[src/verilog/mmc_pkg.sv]
package mmc_pkg;

   // Register byte offsets on the Avalon-MM bus (word aligned).
   localparam logic [4:0] OFF_MISC     = 5'h00;
   localparam logic [4:0] OFF_TEST0    = 5'h04;
   localparam logic [4:0] OFF_TEST1    = 5'h08;
   localparam logic [4:0] OFF_MEMORY_SIZE_0  = 5'h0c;
   localparam logic [4:0] OFF_MEMORY_SIZE_1  = 5'h10;
   localparam logic [4:0] OFF_PAGE     = 5'h14;
   localparam logic [4:0] OFF_ALIGN    = 5'h18;

   // Control register field positions.
   localparam int MISC_STRETCH_LSB = 2;
   localparam int MISC_UPPER_BIT   = 1;
   localparam int MISC_FLASH_BIT   = 0;

   // Memory size register 0 field positions.
   localparam int MS0_REG_BIT      = 7;
   localparam int MS0_EEP_LSB      = 4;
   localparam int MS0_RAM_LSB      = 0;

   // Memory size register 1 field positions.
   localparam int MS1_FLASH_LSB    = 6;
   localparam int MS1_PAG_LSB      = 0;

   // Reset values.
   localparam logic [1:0] RST_STRETCH   = 2'h3;
   localparam logic       RST_UPPER     = 1'b0;
   localparam logic [7:0] RST_PAGE_ANY  = 8'h00;
   localparam logic [7:0] RST_PAGE_SPEC = 8'h3c;
   localparam logic [7:0] RST_RAM_POS   = 8'h09;
   localparam logic [7:0] TEST_READ_VAL = 8'h00;

   // Pending-write delay: one bus cycle after the write completes.
   localparam int APPLY_DELAY      = 1;

   typedef enum logic [2:0] {
      MMC_MODE_SINGLE,
      MMC_MODE_EXPANDED,
      MMC_MODE_PERIPH,
      MMC_MODE_EMUL,
      MMC_MODE_SPECIAL_SINGLE,
      MMC_MODE_SPECIAL_TEST
   } mmc_mode_e;

   typedef enum logic [1:0] {
      MMC_BUS_IDLE,
      MMC_BUS_ANSWER
   } mmc_bus_state_e;

endpackage

[src/verilog/mmc_once_field.sv]
`timescale 1ns/1ns
// A write-once field: accepts one write after reset unless special mode.
module mmc_once_field #(
   parameter int W = 2
) (
   input  wire logic         sys_clk_i,
   input  wire logic         reset_i,
   input  wire logic [W-1:0] reset_val_i,
   input  wire logic         special_i,
   input  wire logic         wr_i,
   input  wire logic [W-1:0] wdata_i,
   output logic      [W-1:0] value_o,
   output logic              locked_o
);
   if (W < 1) begin : g_bad_width
      $error("W must be positive.");
   end

   logic [W-1:0] value_r;
   logic         written_r;
   logic         seeded_r;

   // Reset value is loaded by a clocked process since it comes from a port.
   always_ff @(posedge sys_clk_i) begin
      if (reset_i) begin
         seeded_r <= 1'b0;
      end else begin
         seeded_r <= 1'b1;
      end
   end

   always_ff @(posedge sys_clk_i) begin
      if (reset_i) begin
         value_r   <= '0;
         written_r <= 1'b0;
      end else if (!seeded_r) begin
         value_r <= reset_val_i;
      end else if (wr_i && (special_i || !written_r)) begin
         value_r   <= wdata_i;
         written_r <= 1'b1;
      end
   end

   assign value_o  = value_r;
   assign locked_o = written_r && !special_i;

   AST_ONCE_LOCK: assert property (@(posedge sys_clk_i) disable iff (reset_i)
      seeded_r && locked_o && !special_i |=> $stable(value_r))
      else $error("Write-once field changed after lock.");
endmodule

[src/verilog/mmc_regs.sv]
// Decided for this implementation: the placing of the registers and the Avalon-MM slave port.
`timescale 1ns/1ns
module mmc_regs #(
   parameter logic PAGE_SPECIAL_ONLY = 1'b0,
   parameter logic FLASH_RST_EXPANDED = 1'b1
) (
   input  wire logic                  sys_clk_i,
   input  wire logic                  reset_i,
   input  wire logic [4:0]            avs_address_i,
   input  wire logic                  avs_read_i,
   input  wire logic                  avs_write_i,
   input  wire logic [31:0]           avs_writedata_i,
   input  wire logic [3:0]            avs_byteenable_i,
   output logic      [31:0]           avs_readdata_o,
   output logic                       avs_waitrequest_o,
   input  wire logic [2:0]            mode_i,
   input  wire logic                  register_space_switch_i,
   input  wire logic [1:0]            eeprom_space_switches_i,
   input  wire logic [2:0]            ram_space_switches_i,
   input  wire logic [1:0]            flash_space_switches_i,
   input  wire logic [1:0]            paging_split_switches_i,
   input  wire logic                  ext_req_i,
   input  wire logic [15:0]           cpu_addr_i,
   output logic      [1:0]            stretch_o,
   output logic                       ext_wait_o,
   output logic                       flash_in_map_o,
   output logic                       flash_lower_sel_o,
   output logic      [5:0]            page_index_bits_o,
   output logic      [15:0]           ram_base_o,
   output logic      [15:0]           ram_top_o
);

   if ($bits(mode_i) != 3) begin : g_bad_mode
      $error("Mode input must be three bits.");
   end

   ////////////////////////////////////////////////////////////////////////////
   // Input synchronisers for mode and switch straps.

   logic [12:0] strap_meta_r;
   logic [12:0] strap_r;

   always_ff @(posedge sys_clk_i) begin
      if (reset_i) begin
         strap_meta_r <= '0;
         strap_r      <= '0;
      end else begin
         strap_meta_r <= {mode_i, register_space_switch_i, eeprom_space_switches_i,
                          ram_space_switches_i, flash_space_switches_i,
                          paging_split_switches_i};
         strap_r      <= strap_meta_r;
      end
   end

   logic [2:0] mode_s;
   logic       reg_sw_s;
   logic [1:0] eeprom_space_switches_s;
   logic [2:0] ram_space_switches_s;
   logic [1:0] flash_sw_s;
   logic [1:0] paging_split_switches_s;

   assign {mode_s, reg_sw_s, eeprom_space_switches_s, ram_space_switches_s, flash_sw_s, paging_split_switches_s} = strap_r;

   function automatic logic is_special(input logic [2:0] m);
      return m == mmc_pkg::MMC_MODE_SPECIAL_SINGLE || m == mmc_pkg::MMC_MODE_SPECIAL_TEST;
   endfunction

   function automatic logic no_ext(input logic [2:0] m);
      return m == mmc_pkg::MMC_MODE_SINGLE || m == mmc_pkg::MMC_MODE_PERIPH
          || m == mmc_pkg::MMC_MODE_SPECIAL_SINGLE;
   endfunction

   logic special_s;
   assign special_s = is_special(mode_s);

   // The strap view needs two edges after reset to settle; reset values that
   // depend on mode are taken from the settled view.
   logic [1:0] settle_r;
   logic       settled;

   always_ff @(posedge sys_clk_i) begin
      if (reset_i) begin
         settle_r <= 2'h0;
      end else if (settle_r != 2'h3) begin
         settle_r <= settle_r + 2'h1;
      end
   end

   assign settled = (settle_r == 2'h3);

   ////////////////////////////////////////////////////////////////////////////
   // Bus slave: one wait state on every access, answer in the second cycle.

   mmc_pkg::mmc_bus_state_e bus_state_r;
   logic                    bus_req;
   logic                    wr_fire;
   logic                    wait_r;

   assign bus_req = (avs_read_i || avs_write_i) && settled;
   assign wr_fire = avs_write_i && bus_state_r == mmc_pkg::MMC_BUS_ANSWER
                    && avs_byteenable_i[0];

   always_ff @(posedge sys_clk_i) begin
      if (reset_i) begin
         bus_state_r <= mmc_pkg::MMC_BUS_IDLE;
         wait_r      <= 1'b1;
      end else begin
         unique case (bus_state_r)
            mmc_pkg::MMC_BUS_IDLE: begin
               if (bus_req) begin
                  bus_state_r <= mmc_pkg::MMC_BUS_ANSWER;
                  wait_r      <= 1'b0;
               end
            end
            mmc_pkg::MMC_BUS_ANSWER: begin
               bus_state_r <= mmc_pkg::MMC_BUS_IDLE;
               wait_r      <= 1'b1;
            end
            default: begin
               bus_state_r <= mmc_pkg::MMC_BUS_IDLE;
               wait_r      <= 1'b1;
            end
         endcase
      end
   end

   // Waitrequest comes from its own flop so that the bus sees no decode glitch.
   assign avs_waitrequest_o = wait_r;

   ////////////////////////////////////////////////////////////////////////////
   // Control register: staged writes, write-once fields.

   logic       wr_misc;
   logic [1:0] stretch_stage;
   logic       upper_stage;
   logic       flash_stage;
   logic       flash_rst;

   assign wr_misc = wr_fire && avs_address_i == mmc_pkg::OFF_MISC;

   always_comb begin
      unique case (mode_s)
         mmc_pkg::MMC_MODE_EXPANDED,
         mmc_pkg::MMC_MODE_EMUL:         flash_rst = FLASH_RST_EXPANDED;
         mmc_pkg::MMC_MODE_SPECIAL_TEST: flash_rst = 1'b0;
         default:                        flash_rst = 1'b1;
      endcase
   end

   mmc_once_field #(.W(2)) u_stretch_field (
      .sys_clk_i   (sys_clk_i),
      .reset_i     (reset_i || !settled),
      .reset_val_i (mmc_pkg::RST_STRETCH),
      .special_i   (special_s),
      .wr_i        (wr_misc),
      .wdata_i     (avs_writedata_i[mmc_pkg::MISC_STRETCH_LSB +: 2]),
      .value_o     (stretch_stage),
      .locked_o    ()
   );

   mmc_once_field #(.W(1)) u_upper_field (
      .sys_clk_i   (sys_clk_i),
      .reset_i     (reset_i || !settled),
      .reset_val_i (mmc_pkg::RST_UPPER),
      .special_i   (special_s),
      .wr_i        (wr_misc),
      .wdata_i     (avs_writedata_i[mmc_pkg::MISC_UPPER_BIT]),
      .value_o     (upper_stage),
      .locked_o    ()
   );

   mmc_once_field #(.W(1)) u_flash_field (
      .sys_clk_i   (sys_clk_i),
      .reset_i     (reset_i || !settled),
      .reset_val_i (flash_rst),
      .special_i   (special_s),
      .wr_i        (wr_misc),
      .wdata_i     (avs_writedata_i[mmc_pkg::MISC_FLASH_BIT]),
      .value_o     (flash_stage),
      .locked_o    ()
   );

   // The staged value reaches the map one clock after the write completes, so
   // the access in flight is decoded with the old mapping.
   logic [1:0] stretch_r;
   logic       upper_r;
   logic       flash_r;

   always_ff @(posedge sys_clk_i) begin
      if (reset_i) begin
         stretch_r <= mmc_pkg::RST_STRETCH;
         upper_r   <= mmc_pkg::RST_UPPER;
         flash_r   <= 1'b0;
      end else begin
         stretch_r <= stretch_stage;
         upper_r   <= upper_stage;
         flash_r   <= flash_stage;
      end
   end

   ////////////////////////////////////////////////////////////////////////////
   // Page index and RAM alignment registers.

   logic [5:0] page_r;
   logic       align_r;
   logic       page_ok;

   assign page_ok = !PAGE_SPECIAL_ONLY || special_s;

   always_ff @(posedge sys_clk_i) begin
      if (reset_i || !settled) begin
         page_r <= PAGE_SPECIAL_ONLY ? mmc_pkg::RST_PAGE_SPEC[5:0]
                                     : mmc_pkg::RST_PAGE_ANY[5:0];
      end else if (wr_fire && avs_address_i == mmc_pkg::OFF_PAGE && page_ok) begin
         page_r <= avs_writedata_i[5:0];
      end
   end

   always_ff @(posedge sys_clk_i) begin
      if (reset_i) begin
         align_r <= mmc_pkg::RST_RAM_POS[0];
      end else if (wr_fire && avs_address_i == mmc_pkg::OFF_ALIGN) begin
         align_r <= avs_writedata_i[0];
      end
   end

   ////////////////////////////////////////////////////////////////////////////
   // Size views, RAM placement and read mux.

   logic [7:0]  size0;
   logic [7:0]  size1;
   logic [15:0] region;
   logic [15:0] ram_len;
   logic [15:0] region_base;

   assign size0 = {reg_sw_s, 1'b0, eeprom_space_switches_s, 1'b0, ram_space_switches_s};
   assign size1 = {flash_sw_s, 4'h0, paging_split_switches_s};

   always_comb begin
      ram_len = {2'h0, ram_space_switches_s, 11'h0} + 16'h0800;
      unique case (ram_space_switches_s)
         3'h0:                   region = 16'h0800;
         3'h1:                   region = 16'h1000;
         3'h2, 3'h3:             region = 16'h2000;
         default:                region = 16'h4000;
      endcase
      region_base = {mmc_pkg::RST_RAM_POS[7:3], 11'h0} & ~(region - 16'h1);
   end

   always_ff @(posedge sys_clk_i) begin
      if (reset_i) begin
         ram_base_o <= 16'h0;
         ram_top_o  <= 16'h0;
      end else if (align_r) begin
         ram_base_o <= region_base + region - ram_len;
         ram_top_o  <= region_base + region - 16'h1;
      end else begin
         ram_base_o <= region_base;
         ram_top_o  <= region_base + ram_len - 16'h1;
      end
   end

   logic [7:0] rd_byte;

   always_comb begin
      unique case (avs_address_i)
         mmc_pkg::OFF_MISC:    rd_byte = {4'h0, stretch_r, upper_r, flash_r};
         mmc_pkg::OFF_TEST0,
         mmc_pkg::OFF_TEST1:   rd_byte = mmc_pkg::TEST_READ_VAL;
         mmc_pkg::OFF_MEMORY_SIZE_0: rd_byte = size0;
         mmc_pkg::OFF_MEMORY_SIZE_1: rd_byte = size1;
         mmc_pkg::OFF_PAGE:    rd_byte = {2'h0, page_r};
         mmc_pkg::OFF_ALIGN:   rd_byte = {7'h0, align_r};
         default:              rd_byte = 8'h00;
      endcase
   end

   always_ff @(posedge sys_clk_i) begin
      if (reset_i) begin
         avs_readdata_o <= 32'h0;
      end else if (avs_read_i && bus_state_r == mmc_pkg::MMC_BUS_IDLE && bus_req) begin
         avs_readdata_o <= {24'h0, rd_byte};
      end
   end

   ////////////////////////////////////////////////////////////////////////////
   // Map outputs.

   logic stretch_en;
   assign stretch_en = !no_ext(mode_s);

   mmc_stretch u_stretch (
      .sys_clk_i    (sys_clk_i),
      .reset_i      (reset_i),
      .ext_req_i    (ext_req_i),
      .stretch_i    (stretch_r),
      .stretch_en_i (stretch_en),
      .ext_wait_o   (ext_wait_o)
   );

   always_ff @(posedge sys_clk_i) begin
      if (reset_i) begin
         stretch_o         <= 2'h0;
         flash_in_map_o    <= 1'b0;
         flash_lower_sel_o <= 1'b0;
         page_index_bits_o <= 6'h0;
      end else begin
         stretch_o         <= stretch_en ? stretch_r : 2'h0;
         flash_in_map_o    <= flash_r;
         flash_lower_sel_o <= flash_r && !upper_r && !cpu_addr_i[15];
         page_index_bits_o <= page_r;
      end
   end

   AST_MISC_DELAY: assert property (@(posedge sys_clk_i) disable iff (reset_i)
      settled && $changed(stretch_stage) |=> stretch_r == $past(stretch_stage))
      else $error("Control write not applied one cycle later.");
   AST_UPPER_BLOCK: assert property (@(posedge sys_clk_i) disable iff (reset_i)
      upper_r |=> !flash_lower_sel_o)
      else $error("Lower flash selected with upper-half bit set.");
   AST_FLASH_OFF: assert property (@(posedge sys_clk_i) disable iff (reset_i)
      !flash_r |=> !flash_in_map_o && !flash_lower_sel_o)
      else $error("Flash present while disabled.");
   AST_TEST_NOEFF: assert property (@(posedge sys_clk_i) disable iff (reset_i)
      wr_fire && avs_address_i == mmc_pkg::OFF_TEST0 |=> $stable(stretch_r) ##1 $stable(page_r))
      else $error("Test register write changed state.");
   AST_SIZE0: assert property (@(posedge sys_clk_i) disable iff (reset_i)
      avs_read_i && avs_address_i == mmc_pkg::OFF_MEMORY_SIZE_0 && bus_req && !avs_waitrequest_o
      |-> avs_readdata_o[7] == reg_sw_s && avs_readdata_o[6] == 1'b0)
      else $error("Size register 0 read wrong.");
   AST_PAGE_RIGHTS: assert property (@(posedge sys_clk_i) disable iff (reset_i)
      wr_fire && avs_address_i == mmc_pkg::OFF_PAGE && !page_ok |=> $stable(page_r))
      else $error("Page index written without rights.");
   AST_WAIT_ONE: assert property (@(posedge sys_clk_i) disable iff (reset_i)
      bus_req && avs_waitrequest_o |=> !avs_waitrequest_o)
      else $error("Answer not given in the next cycle.");
   AST_RAM_ALIGN: assert property (@(posedge sys_clk_i) disable iff (reset_i)
      align_r && !reset_i ##1 align_r |-> ram_top_o[10:0] == 11'h7ff)
      else $error("High-aligned RAM top not at region end.");

   COV_MISC_WRITE: cover property (@(posedge sys_clk_i) wr_misc);
   COV_PAGE_WRITE: cover property (@(posedge sys_clk_i)
      wr_fire && avs_address_i == mmc_pkg::OFF_PAGE);
   COV_STRETCH:    cover property (@(posedge sys_clk_i) ext_wait_o);
endmodule

[src/verilog/mmc_stretch.sv]
`timescale 1ns/1ns
// Holds an external access for the programmed number of extra bus clocks.
module mmc_stretch (
   input  wire logic       sys_clk_i,
   input  wire logic       reset_i,
   input  wire logic       ext_req_i,
   input  wire logic [1:0] stretch_i,
   input  wire logic       stretch_en_i,
   output logic            ext_wait_o
);
   logic [1:0] count_r;
   logic       busy_r;

   always_ff @(posedge sys_clk_i) begin
      if (reset_i) begin
         count_r <= 2'h0;
         busy_r  <= 1'b0;
      end else if (!busy_r && ext_req_i && stretch_en_i && stretch_i != 2'h0) begin
         count_r <= stretch_i;
         busy_r  <= 1'b1;
      end else if (busy_r) begin
         count_r <= count_r - 2'h1;
         busy_r  <= (count_r != 2'h1);
      end
   end

   assign ext_wait_o = busy_r;

   AST_NO_STRETCH: assert property (@(posedge sys_clk_i) disable iff (reset_i)
      !stretch_en_i && !busy_r |=> !busy_r)
      else $error("Access stretched while stretch is disabled.");
   AST_STRETCH_LEN: assert property (@(posedge sys_clk_i) disable iff (reset_i)
      !busy_r && ext_req_i && stretch_en_i && stretch_i == 2'h3
      |=> busy_r [*3] ##1 !busy_r)
      else $error("Stretch of three clocks not honoured.");
endmodule
[config.mk]
export PLATFORM = sky130hd
export DESIGN_NAME = mmc_regs
export DESIGN_NICKNAME = d
export VERILOG_FILES = /design/src/verilog/mmc_pkg.sv /design/src/verilog/mmc_once_field.sv /design/src/verilog/mmc_regs.sv /design/src/verilog/mmc_stretch.sv
export SDC_FILE = /design/constraint.sdc
export NUM_CORES = 1
export LEC_CHECK = 0
export BUFFER_PORTS_ARGS = -buffer_cell sky130_fd_sc_hd__buf_4
export CAP_MARGIN = 20
export CORE_AREA = 2 2 90 92
export DETAILED_ROUTE_END_ITERATION = 8
export DIE_AREA = 0 0 92 94
export PLACE_DENSITY = 0.89
export SKIP_LAST_GASP = 1
export SYNTH_ARGS = -nofsm -noshare
export SYNTH_HDL_FRONTEND = slang
export SYNTH_SLANG_ARGS = --single-unit
[constraint.sdc]
create_clock -name sys_clk_i -period 2.7 [get_ports sys_clk_i]
set_clock_uncertainty 0.15 [all_clocks]
set_input_delay 0.27 -clock sys_clk_i [delete_from_list [all_inputs] [get_ports sys_clk_i]]
set_output_delay 0.27 -clock sys_clk_i [all_outputs]
set_load 0.1 [all_outputs]
==> flow_metrics.py, run 1 <==
metrics = {
    "run_status": {
        "status": "complete, no violations",
    },
    "grt": {
        "pin_count_of_the_biggest_net_entering_global_routing": 55,
        "groute.usage.overall": 0.169,
        "first_pass_grt_wire_length_um": 11400,
        "antenna_found_initial": 0,
        "first_global_vias": 2355,
        "globalRouteOverflowTotal": 0,
    },
    "clock_network": {
        "clock_latency_of_the_later_clocked_register_in_the_worst_skew_pair_ps": 350,
        "clock_sinks": 80,
        "cts_htree_levels": 3,
        "tritoncts": "built",
        "clock-root-buffer": "sky130_fd_sc_hd__clkbuf_8",
        "total_cts_buffers": 9,
        "count_of_buffers_added_by_post_cts_timing_repair_for_setup": 0,
        "clock_path_buffers": 2,
        "worst_setup_hold_path_clk_slew_ps": 80,
        "ctsResizeCount": 0,
    },
    "sta": {
        "setup-violations-final": 0,
        "finalHoldViolCount": 0,
        "finalSetupTns_ps": 0,
        "relative_slew_slack": 0.518,
        "fin_crit_ps": 2330,
        "worst_slew_pin_slew_ps": 713,
        "rsz_0062_raised_after_global_routing": "false",
        "final_min_period_over_clock_period": 0.863,
        "layout_setup_ws_ps": 369,
        "timing.fmax_mhz": 429,
        "timing_max_transition_violations_final": 0,
    },
    "synthesis": {
        "yosysWarnings": 0,
        "synth_largest_area_cell": "sky130_fd_sc_hd__dfxtp_1",
        "syn_area_per_cell_sq_um": 9.69,
        "synthMostInstantiatedCell": "sky130_fd_sc_hd__dfxtp_1",
        "async_flop_share": 0,
        "synth_top_cell_area_share": 0.460,
        "post_synth_inst_count": 359,
        "synth_area_sq_um": 3480,
        "netlist-cell-type-count": 50,
        "edff_count_synth": 0,
        "synth_top_cells_by_area": "sky130_fd_sc_hd__dfxtp_1 (46%), sky130_fd_sc_hd__buf_4 (9.9%), sky130_fd_sc_hd__nor2b_1 (7.0%), sky130_fd_sc_hd__ha_1 (4.7%), sky130_fd_sc_hd__mux2i_1 (4.3%)",
        "synth_ff_type": "sky130_fd_sc_hd__dfxtp_1",
        "synth_seq_cells": 80,
        "synthTopCellsByCount": "sky130_fd_sc_hd__dfxtp_1 (80), sky130_fd_sc_hd__buf_4 (46), sky130_fd_sc_hd__nor2b_1 (39)",
        "synth.yosys.seq_area_share": 0.460,
    },
    "die": {
        "placementRows": 32,
        "chip_width_um": 92,
        "io_count": 151,
        "floorplan.die_area_sq_um": 8650,
        "start_util": 0.457,
        "placeableCoreArea_sq_um": 7610,
        "die-height_um": 94,
    },
    "worst_setup_path": {
        "critPathCaptureType": "flop",
        "worst-setup-path-type": "reg2reg",
        "timing.reg2reg.worst_path_depth": 9,
        "worstPathMaxFanout": 6,
        "crit_path_frequent_cell": "sky130_fd_sc_hd__ha_1",
        "timing.critical_path.arrival_ps": 2480,
        "reg2reg_slack_ps": 370,
        "regToRegStartpoint": "strap_r[4]",
        "slowest_delay_ps": 350,
        "critical-path-slowest-cell": "sky130_fd_sc_hd__ha_1",
        "worstPathCellList": "buf_4, ha_1, ha_1, inv_1, ha_1, a21oi_1, nand3_1, a211oi_1, a41o_1",
        "critical_path_required_ps": 2850,
        "reg2reg_to": "ram_top_o[15]",
        "crit_path_start_kind": "flop",
    },
    "job": {
        "maxCapViolCount": 0,
    },
    "min_path": {
        "worst_hold_path.endpoint": "strap_meta_r[0]",
        "hold_start": "paging_split_switches_i[0]",
        "timing.hold.worst.class": "in2reg",
        "hold_path_depth": 2,
    },
    "route": {
        "antenna_violating_nets_post_route": 0,
        "detail_route.drc_violations": 0,
        "dr_total_vias": 2552,
        "viasPerCell": 4.70,
        "detail_route.wirelength_um": 7010,
        "dr.pass1.iters": 5,
        "detail_route.wl_per_cell_um": 12.9,
        "dr.first_iter.drc_count": 84,
    },
    "layout": {
        "fill_cells": 679,
        "finish.instance_area_sq_um": 4240,
        "nNetsFinal": 525,
        "num_antenna_cells": 0,
        "layout-drive-gt1-share": 0.218,
        "area.sequential_sq_um": 1600,
        "area_growth_from_synthesis_to_layout_pct": 21.8,
        "multi_input_area_sq_um": 1560,
    },
    "place": {
        "gp_congestion": 0.830,
        "io_buffers": 70,
        "dpl_worst_slack_ps": 372,
        "placed_area_sq_um": 3910,
        "place_hpwl_um": 5030,
    },
    "pwr": {
        "power-per-cell-area_nw_per_um2": 660,
        "p_leak_uw": 0.00191,
        "vdd_drop_max_mv": 0.334,
    },
}
==> per-stage QoR <==
step           hold WS, ps  utilization  total power (uW)  instances
3_3_place_gp           269        0.514              1910        514
6_report              5.59        0.557              2800        543
2_1_floorplan          196            -              1860        395
3_5_place_dp           272        0.514              1920        514
4_1_cts               2.00        0.557              2810        543
5_1_grt               9.46        0.557              2920        543
==> power breakdown <==
group          switching (uW)  total [uW]  internal (uW)
Clock                     427         881            455
Sequential               24.5        1250           1230
Combinational             516         660            144
Total                     967        2800           1830
==> repair_timing <==
action	in CTS	in global routing
endpoints found under the setup margin	0	0
hold buffers	13	0
hold endpoints to repair	13	0
==> cell families (layout without fill, tap and decap cells) <==
group                    count (synthesis)  after routing  synth area share
AND/OR/NAND/NOR                        120            120             0.191
AO/OA/AOI/OAI                           49             49             0.104
other                                    1             37           0.00108
multiplexers                            16             16            0.0464
flip-flops                              80             80             0.460
XOR/XNOR                                 6              6            0.0151
buffers and inverters                   73            119             0.129
adder cells (fa/ha/maj)                 14             14            0.0525
==> layout by cell type (no fill, tap or decap), types with 4 or more instances in the layout <==
master / count
sky130_fd_sc_hd__nor2b_1: 39
sky130_fd_sc_hd__nand2_1: 15
sky130_fd_sc_hd__nand3_1: 8
sky130_fd_sc_hd__conb_1: 37
sky130_fd_sc_hd__clkbuf_8: 10
sky130_fd_sc_hd__nor3_1: 5
sky130_fd_sc_hd__a22o_1: 10
sky130_fd_sc_hd__buf_4: 74
sky130_fd_sc_hd__nor2_1: 25
sky130_fd_sc_hd__mux2i_1: 15
sky130_fd_sc_hd__o21ai_0: 7
sky130_fd_sc_hd__a21oi_1: 15
sky130_fd_sc_hd__dfxtp_1: 80
sky130_fd_sc_hd__ha_1: 13
sky130_fd_sc_hd__inv_1: 16
sky130_fd_sc_hd__and3_1: 4
sky130_fd_sc_hd__dlygate4sd3_1: 13
sky130_fd_sc_hd__nor3b_1: 4
==> layout make-up <==
| class | count | share of cell area |
|---|---|---|
| multi-input combinational | 242 | 0.369 |
| clock buffer | 12 | 0.0343 |
| sequential | 80 | 0.378 |
| inverter | 16 | 0.0142 |
| tap | 102 | 0.0301 |
| timing repair buffer | 87 | 0.162 |
| clock inverter | 4 | 0.0127 |
==> worst max-delay path: cells and delay by family (launching register included) <==
kind / cells / cell delay, ps
compound gates: 3 / 640
flops: 1 / 310
simple gates: 1 / 100
buf+inv: 2 / 210
fa+ha+maj: 3 / 860
==> worst max path at each step <==
stage	startpoint	endpoint	cells after the start
after floorplan	strap_r[4]	ram_top_o[14]	9
after global placement	strap_r[4]	ram_top_o[14]	9
after detailed placement	strap_r[4]	ram_top_o[15]	9
after CTS	strap_r[4]	ram_top_o[15]	9
after global routing	strap_r[4]	ram_top_o[14]	8
final	strap_r[4]	ram_top_o[15]	9
==> metal layers <==
metal,up-vias,routed length (um),part of all wire,global-route usage
met5,-,0,0,0
met4,0,140,0.020,0.0933
met3,13,454,0.065,0.0265
met2,90,3360,0.48,0.276
met1,1174,3050,0.44,0.214
li1,1275,-,-,-
==> registers in the layout, indices dropped and copies added, names as in the netlist, 4 cells and up <==
name               cells
avs_readdata_o         8
page_index_bits_o      6
page_r                 6
ram_base_o             4
ram_top_o              6
strap_meta_r          13
strap_r               13
(Power assumes the default switching activity.)
==> run 2, diff against run 1 <==
Settings changed: CORE_AREA 2 2 90 92 to 2 2 86 88, DIE_AREA 0 0 92 94 to 0 0 88 90, PLACE_DENSITY 0.89 to 0.95.
Clock period 2.7 ns to 2.9 ns, I/O delays scaled along.
==> flow_metrics.py, run 2 (synthesis results as in run 1) <==
metrics = {
    "grt": {
        "globalRouteOverflowTotal": 0,
        "antenna_found_initial": 0,
        "groute.usage.overall": 0.173,
        "first_pass_grt_wire_length_um": 10500,
        "pin_count_of_the_biggest_net_entering_global_routing": 55,
        "first_global_vias": 2243,
    },
    "layout": {
        "layout-drive-gt1-share": 0.216,
        "multi_input_area_sq_um": 1560,
        "area.sequential_sq_um": 1600,
        "fill_cells": 586,
        "nNetsFinal": 523,
        "instances_no_fill": 538,
        "num_antenna_cells": 0,
        "area_growth_from_synthesis_to_layout_pct": 22.3,
        "mostFrequentLayoutCells": "sky130_fd_sc_hd__dfxtp_1 (80), sky130_fd_sc_hd__buf_4 (72), sky130_fd_sc_hd__nor2b_1 (39)",
        "biggestRegsByFlops": "strap_meta_r x13, strap_r x13, avs_readdata_o x8",
        "layout_commonest_cell": "sky130_fd_sc_hd__dfxtp_1",
    },
    "sta": {
        "finalSetupTns_ps": 0,
        "rsz_0062_raised_after_global_routing": "false",
        "final_min_period_over_clock_period": 0.899,
        "worst_hold_slack_ps": 13.9,
        "finalHoldViolCount": 0,
        "setup-violations-final": 0,
        "relative_slew_slack": 0.512,
        "fin_crit_ps": 2610,
        "timing_max_transition_violations_final": 0,
        "worst_slew_pin_slew_ps": 722,
        "timing.fmax_mhz": 384,
    },
    "clock_network": {
        "cts-hold-fix-buffers": 12,
        "clock-root-buffer": "sky130_fd_sc_hd__clkbuf_8",
        "clock_path_buffers": 2,
        "tritoncts": "built",
        "worst_setup_hold_path_clk_slew_ps": 80,
        "ctsResizeCount": 0,
        "clock_latency_of_the_later_clocked_register_in_the_worst_skew_pair_ps": 350,
        "count_of_buffers_added_by_post_cts_timing_repair_for_setup": 0,
        "cts_htree_levels": 3,
        "clock_sinks": 80,
        "total_cts_buffers": 9,
    },
    "worst_setup_path": {
        "crit_path_frequent_cell": "sky130_fd_sc_hd__ha_1",
        "timing.critical_path.arrival_ps": 2670,
        "critPathCaptureType": "flop",
        "worstPathCellList": "inv_1, ha_1, nand2_1, ha_1, inv_1, ha_1, fa_1, xnor2_1, a2111oi_0",
        "critical_path_required_ps": 2960,
        "crit_path_start_kind": "flop",
        "reg2reg_slack_ps": 290,
        "worst-setup-path-type": "reg2reg",
        "worstPathMaxFanout": 6,
        "critical-path-slowest-cell": "sky130_fd_sc_hd__a2111oi_0",
        "slowest_delay_ps": 470,
    },
    "die": {
        "die-height_um": 90,
        "placementRows": 31,
        "floorplan.die_area_sq_um": 7920,
        "io_count": 151,
        "chip_width_um": 88,
        "placeableCoreArea_sq_um": 7020,
        "start_util": 0.495,
    },
    "route": {
        "viasPerCell": 4.64,
        "detail_route.wl_per_cell_um": 12.5,
        "dr_total_vias": 2495,
        "dr.first_iter.drc_count": 104,
        "detail_route.wirelength_um": 6710,
        "dr.pass1.iters": 4,
        "detail_route.drc_violations": 0,
        "antenna_violating_nets_post_route": 0,
    },
    "place": {
        "place_hpwl_um": 4820,
        "dpl.cell_count": 509,
        "io_buffers": 70,
        "gp_congestion": 0.818,
    },
    "pwr": {
        "power-per-cell-area_nw_per_um2": 641,
        "vdd_drop_max_mv": 0.301,
        "p_leak_uw": 0.00192,
    },
    "run_status": {
        "status": "complete, no violations",
    },
    "job": {
        "maxCapViolCount": 0,
    },
    "min_path": {
        "timing.hold.worst.class": "in2reg",
    },
}
-- run 2: final cells by class --
| class | instances | share of cell area |
|---|---|---|
| Tap cell | 99 | 0.0291 |
| Clock inverter | 6 | 0.0253 |
| Multi-Input combinational cell | 242 | 0.367 |
| Timing Repair Buffer | 85 | 0.158 |
| Clock buffer | 10 | 0.0300 |
| Sequential cell | 80 | 0.376 |
| Inverter | 16 | 0.0141 |
-- run 2: metal layers --
layer,share of wire,GRT usage,up-vias,wire (um)
met4,0.012,0.0628,0,80
met1,0.44,0.212,1143,2920
li1,-,-,1264,-
met3,0.073,0.0680,6,493
met5,0,0,-,0
met2,0.48,0.273,82,3210
-- run 2: stage by stage --
stage	setup WS, ps	power, uW	util	area [sq um]
floorplan	638	1730	-	3610
global placement	472	1780	0.554	3890
detailed placement	318	1790	0.554	3890
CTS	298	2750	0.605	4240
global route	126	2830	0.606	4250
finish	293	2730	0.606	4250
-- run 2: power breakdown --
group	switching (uW)	internal, uW
registers	23.1	1140
clock network	380	569
logic	478	132
-- run 2: critical path, delay by kind of cell (launching register included) --
kind	cells	cell delay (ps)
buffers and inverters	2	150
XOR/XNOR	1	160
AND/OR/NAND/NOR	1	110
AO/OA/AOI/OAI	1	470
flip-flops	1	460
adder cells (fa/ha/maj)	4	960
-- run 2: worst paths after layout --
check | startpoint | endpoint | cells after the start
worst max-delay path | strap_r[5] | ram_top_o[14] | 9
worst min-delay path | eeprom_space_switches_i[0] | strap_meta_r[7] | 2
worst max register to register | strap_r[5] | ram_top_o[14] | 9
worst min register to register | strap_meta_r[9] | strap_r[9] | 1
==> run 3, diff against run 2 <==
Settings changed: CORE_AREA 2 2 86 88 to 2 2 87 89, DIE_AREA 0 0 88 90 to 0 0 89 91, SYNTH_HIERARCHICAL from default to 1.
==> flow_metrics.py, run 3 <==
metrics = {
    "run_status": {
        "status": "complete, no violations",
    },
    "sta": {
        "setup-violations-final": 0,
        "rsz_0062_raised_after_global_routing": "false",
        "worst_slew_pin_slew_ps": 621,
        "timing.fmax_mhz": 394,
        "timing_max_transition_violations_final": 0,
        "fin_crit_ps": 2530,
        "final_min_period_over_clock_period": 0.874,
        "finalSetupTns_ps": 0,
        "relative_slew_slack": 0.586,
        "finalHoldViolCount": 0,
    },
    "job": {
        "maxCapViolCount": 0,
    },
    "worst_setup_path": {
        "worstPathCellList": "inv_1, ha_1, nand2_1, ha_1, inv_1, ha_1, fa_1, xnor2_1, a2111oi_2",
        "worst-setup-path-type": "reg2reg",
        "critical_path_required_ps": 3000,
        "worstPathMaxFanout": 7,
        "crit_path_start_kind": "flop",
        "critPathCaptureType": "flop",
        "timing.critical_path.arrival_ps": 2630,
        "slowest_delay_ps": 480,
        "critical-path-slowest-cell": "sky130_fd_sc_hd__dfxtp_1",
        "crit_path_frequent_cell": "sky130_fd_sc_hd__ha_1",
    },
    "clock_network": {
        "clock_latency_of_the_later_clocked_register_in_the_worst_skew_pair_ps": 350,
        "clock_sinks": 82,
        "tritoncts": "built",
        "worst_setup_hold_path_clk_slew_ps": 90,
        "clock-root-buffer": "sky130_fd_sc_hd__clkbuf_8",
        "cts_htree_levels": 3,
        "total_cts_buffers": 9,
        "ctsResizeCount": 0,
        "clock_path_buffers": 2,
    },
    "synthesis": {
        "synthTopCellsByCount": "sky130_fd_sc_hd__dfxtp_1 (82), sky130_fd_sc_hd__buf_4 (46), sky130_fd_sc_hd__nor2b_1 (41)",
        "synthSimpleGateAreaFrac": 0.192,
        "synth_ff_type": "sky130_fd_sc_hd__dfxtp_1",
        "compound_gate_portion_of_the_synthesized_area": 0.113,
        "post_synth_fa_ha_maj_area_fraction": 0.0511,
        "edff_count_synth": 0,
        "synth_largest_area_cell": "sky130_fd_sc_hd__dfxtp_1",
        "synth.yosys.seq_area_share": 0.459,
        "synthXorXnorAreaFrac": 0.0123,
        "post_synth_inst_count": 363,
        "yosysWarnings": 6,
        "syn_area_per_cell_sq_um": 9.84,
        "synth_area_sq_um": 3570,
        "synth_top_family_by_area": "simple AND/OR/NAND/NOR gates",
        "netlist-cell-type-count": 55,
        "synth_mux_area_frac": 0.0399,
        "synth_top_cell_area_share": 0.459,
        "async_flop_share": 0,
        "synthMostInstantiatedCell": "sky130_fd_sc_hd__dfxtp_1",
        "synth_top_cells_by_area": "sky130_fd_sc_hd__dfxtp_1 (46%), sky130_fd_sc_hd__buf_4 (9.7%), sky130_fd_sc_hd__nor2b_1 (7.2%), sky130_fd_sc_hd__ha_1 (4.6%), sky130_fd_sc_hd__mux2i_1 (3.4%)",
        "synth_seq_cells": 82,
    },
    "layout": {
        "area_growth_from_synthesis_to_layout_pct": 19.8,
        "nNetsFinal": 528,
        "biggestRegsByFlops": "strap_meta_r x13, strap_r x13, avs_readdata_o x8",
        "mostFrequentLayoutCells": "sky130_fd_sc_hd__dfxtp_1 (82), sky130_fd_sc_hd__buf_4 (70), sky130_fd_sc_hd__nor2b_1 (41)",
        "instances_no_fill": 543,
        "layout-drive-gt1-share": 0.230,
        "num_antenna_cells": 0,
        "fill_cells": 626,
        "layout_commonest_cell": "sky130_fd_sc_hd__dfxtp_1",
        "multi_input_area_sq_um": 1610,
        "area.sequential_sq_um": 1640,
    },
    "die": {
        "die-height_um": 91,
        "start_util": 0.501,
        "io_count": 151,
        "chip_width_um": 89,
        "floorplan.die_area_sq_um": 8100,
        "placementRows": 31,
        "placeableCoreArea_sq_um": 7140,
    },
    "grt": {
        "first_pass_grt_wire_length_um": 11000,
        "globalRouteOverflowTotal": 0,
        "antenna_found_initial": 0,
        "pin_count_of_the_biggest_net_entering_global_routing": 53,
        "first_global_vias": 2422,
        "groute.usage.overall": 0.175,
    },
    "pwr": {
        "p_leak_uw": 0.00199,
        "power-per-cell-area_nw_per_um2": 601,
        "vdd_drop_max_mv": 0.307,
    },
    "place": {
        "io_buffers": 70,
        "gp_congestion": 0.896,
        "dpl.cell_count": 515,
        "place_hpwl_um": 5040,
    },
    "route": {
        "dr_wl_met3_um": 481,
        "detail_route.drc_violations": 0,
        "met1_length_um": 2950,
        "met2RoutedLength_um": 3380,
        "top_layer_used": "met4",
        "antenna_violating_nets_post_route": 0,
        "detail_route.wl_per_cell_um": 12.8,
        "dr.first_iter.drc_count": 90,
        "detail_route.wirelength_um": 6920,
        "dr_total_vias": 2589,
        "viasPerCell": 4.77,
        "dr.pass1.iters": 4,
    },
    "min_path": {
        "timing.hold.worst.class": "in2reg",
    },
}
run 3: cell count changes in the layout (fill, tap and decap cells not counted), sizes merged, moves of 3 or more:
cell    previous run  this run
mux2i             15        12
conb              37        40
nor2b             39        44
inv               16        21
nor3b              4         1
bufinv             3         0
run 3: layout make-up:
cell class	instances	share of cell area
Inverter	20	0.0175
Sequential cell	82	0.383
Tap cell	99	0.0289
Clock inverter	6	0.0114
Timing Repair Buffer	82	0.151
Multi-Input combinational cell	244	0.376
Clock buffer	10	0.0321
run 3: per-layer routing:
layer	vias to the layer above	global-route usage
li1	1293	-
met1	1198	0.210
met2	89	0.284
met3	9	0.0664
met4	0	0.0622
met5	-	0
run 3: what timing repair did:
| item | CTS | global route |
|---|---|---|
| hold buffers | 11 | 1 |
| hold endpoints to repair | 11 | 1 |
| buffers inserted | 0 | 0 |
run 3: worst max-delay path, delay by kind of cell (launching register included):
kind            cells  cell delay (ps)
fa+ha+maj           4             1020
compound gates      1              340
flops               1              480
xor+xnor            1              160
simple gates        1               90
buf+inv             2              210
run 3: path summary, 6_finish.rpt:
| kind | slack (ps) | end | depth (start not counted) | from |
|---|---|---|---|---|
| max | 370 | ram_top_o[14] | 9 | strap_r[4] |
| min | 20 | page_r[4] | 3 | avs_writedata_i[4] |
| max reg2reg | 370 | ram_top_o[14] | 9 | strap_r[4] |
| min reg2reg | 290 | strap_r[4] | 1 | strap_meta_r[4] |
run 3: through the flow:
| stage | hold slack (ps) | total power (uW) | area, sq um | util | worst slack [ps] |
|---|---|---|---|---|---|
| floorplan | 206 | 1770 | 3720 | - | 655 |
| global placement | 265 | 1810 | 3980 | 0.557 | 455 |
| detailed placement | 268 | 1820 | 3980 | 0.557 | 382 |
| CTS | 0.854 | 2590 | 4270 | 0.599 | 368 |
| global route | 7.49 | 2680 | 4280 | 0.600 | 213 |
| finish | 19.0 | 2570 | 4280 | 0.600 | 365 |
run 3: power by group:
part	total (uW)	leakage, uW	switching, uW	internal, uW
logic	611	0.00124	479	132
clock network	762	0.0000855	421	341
registers	1200	0.000671	26.1	1170
total	2570	0.00199	926	1650
run 3: cell families after synthesis:
family | Yosys count
AO/OA/AOI/OAI | 54
XOR/XNOR | 5
adder cells (fa/ha/maj) | 14
buffers and inverters | 75
flip-flops | 82
multiplexers | 14
other | 2
AND/OR/NAND/NOR | 117
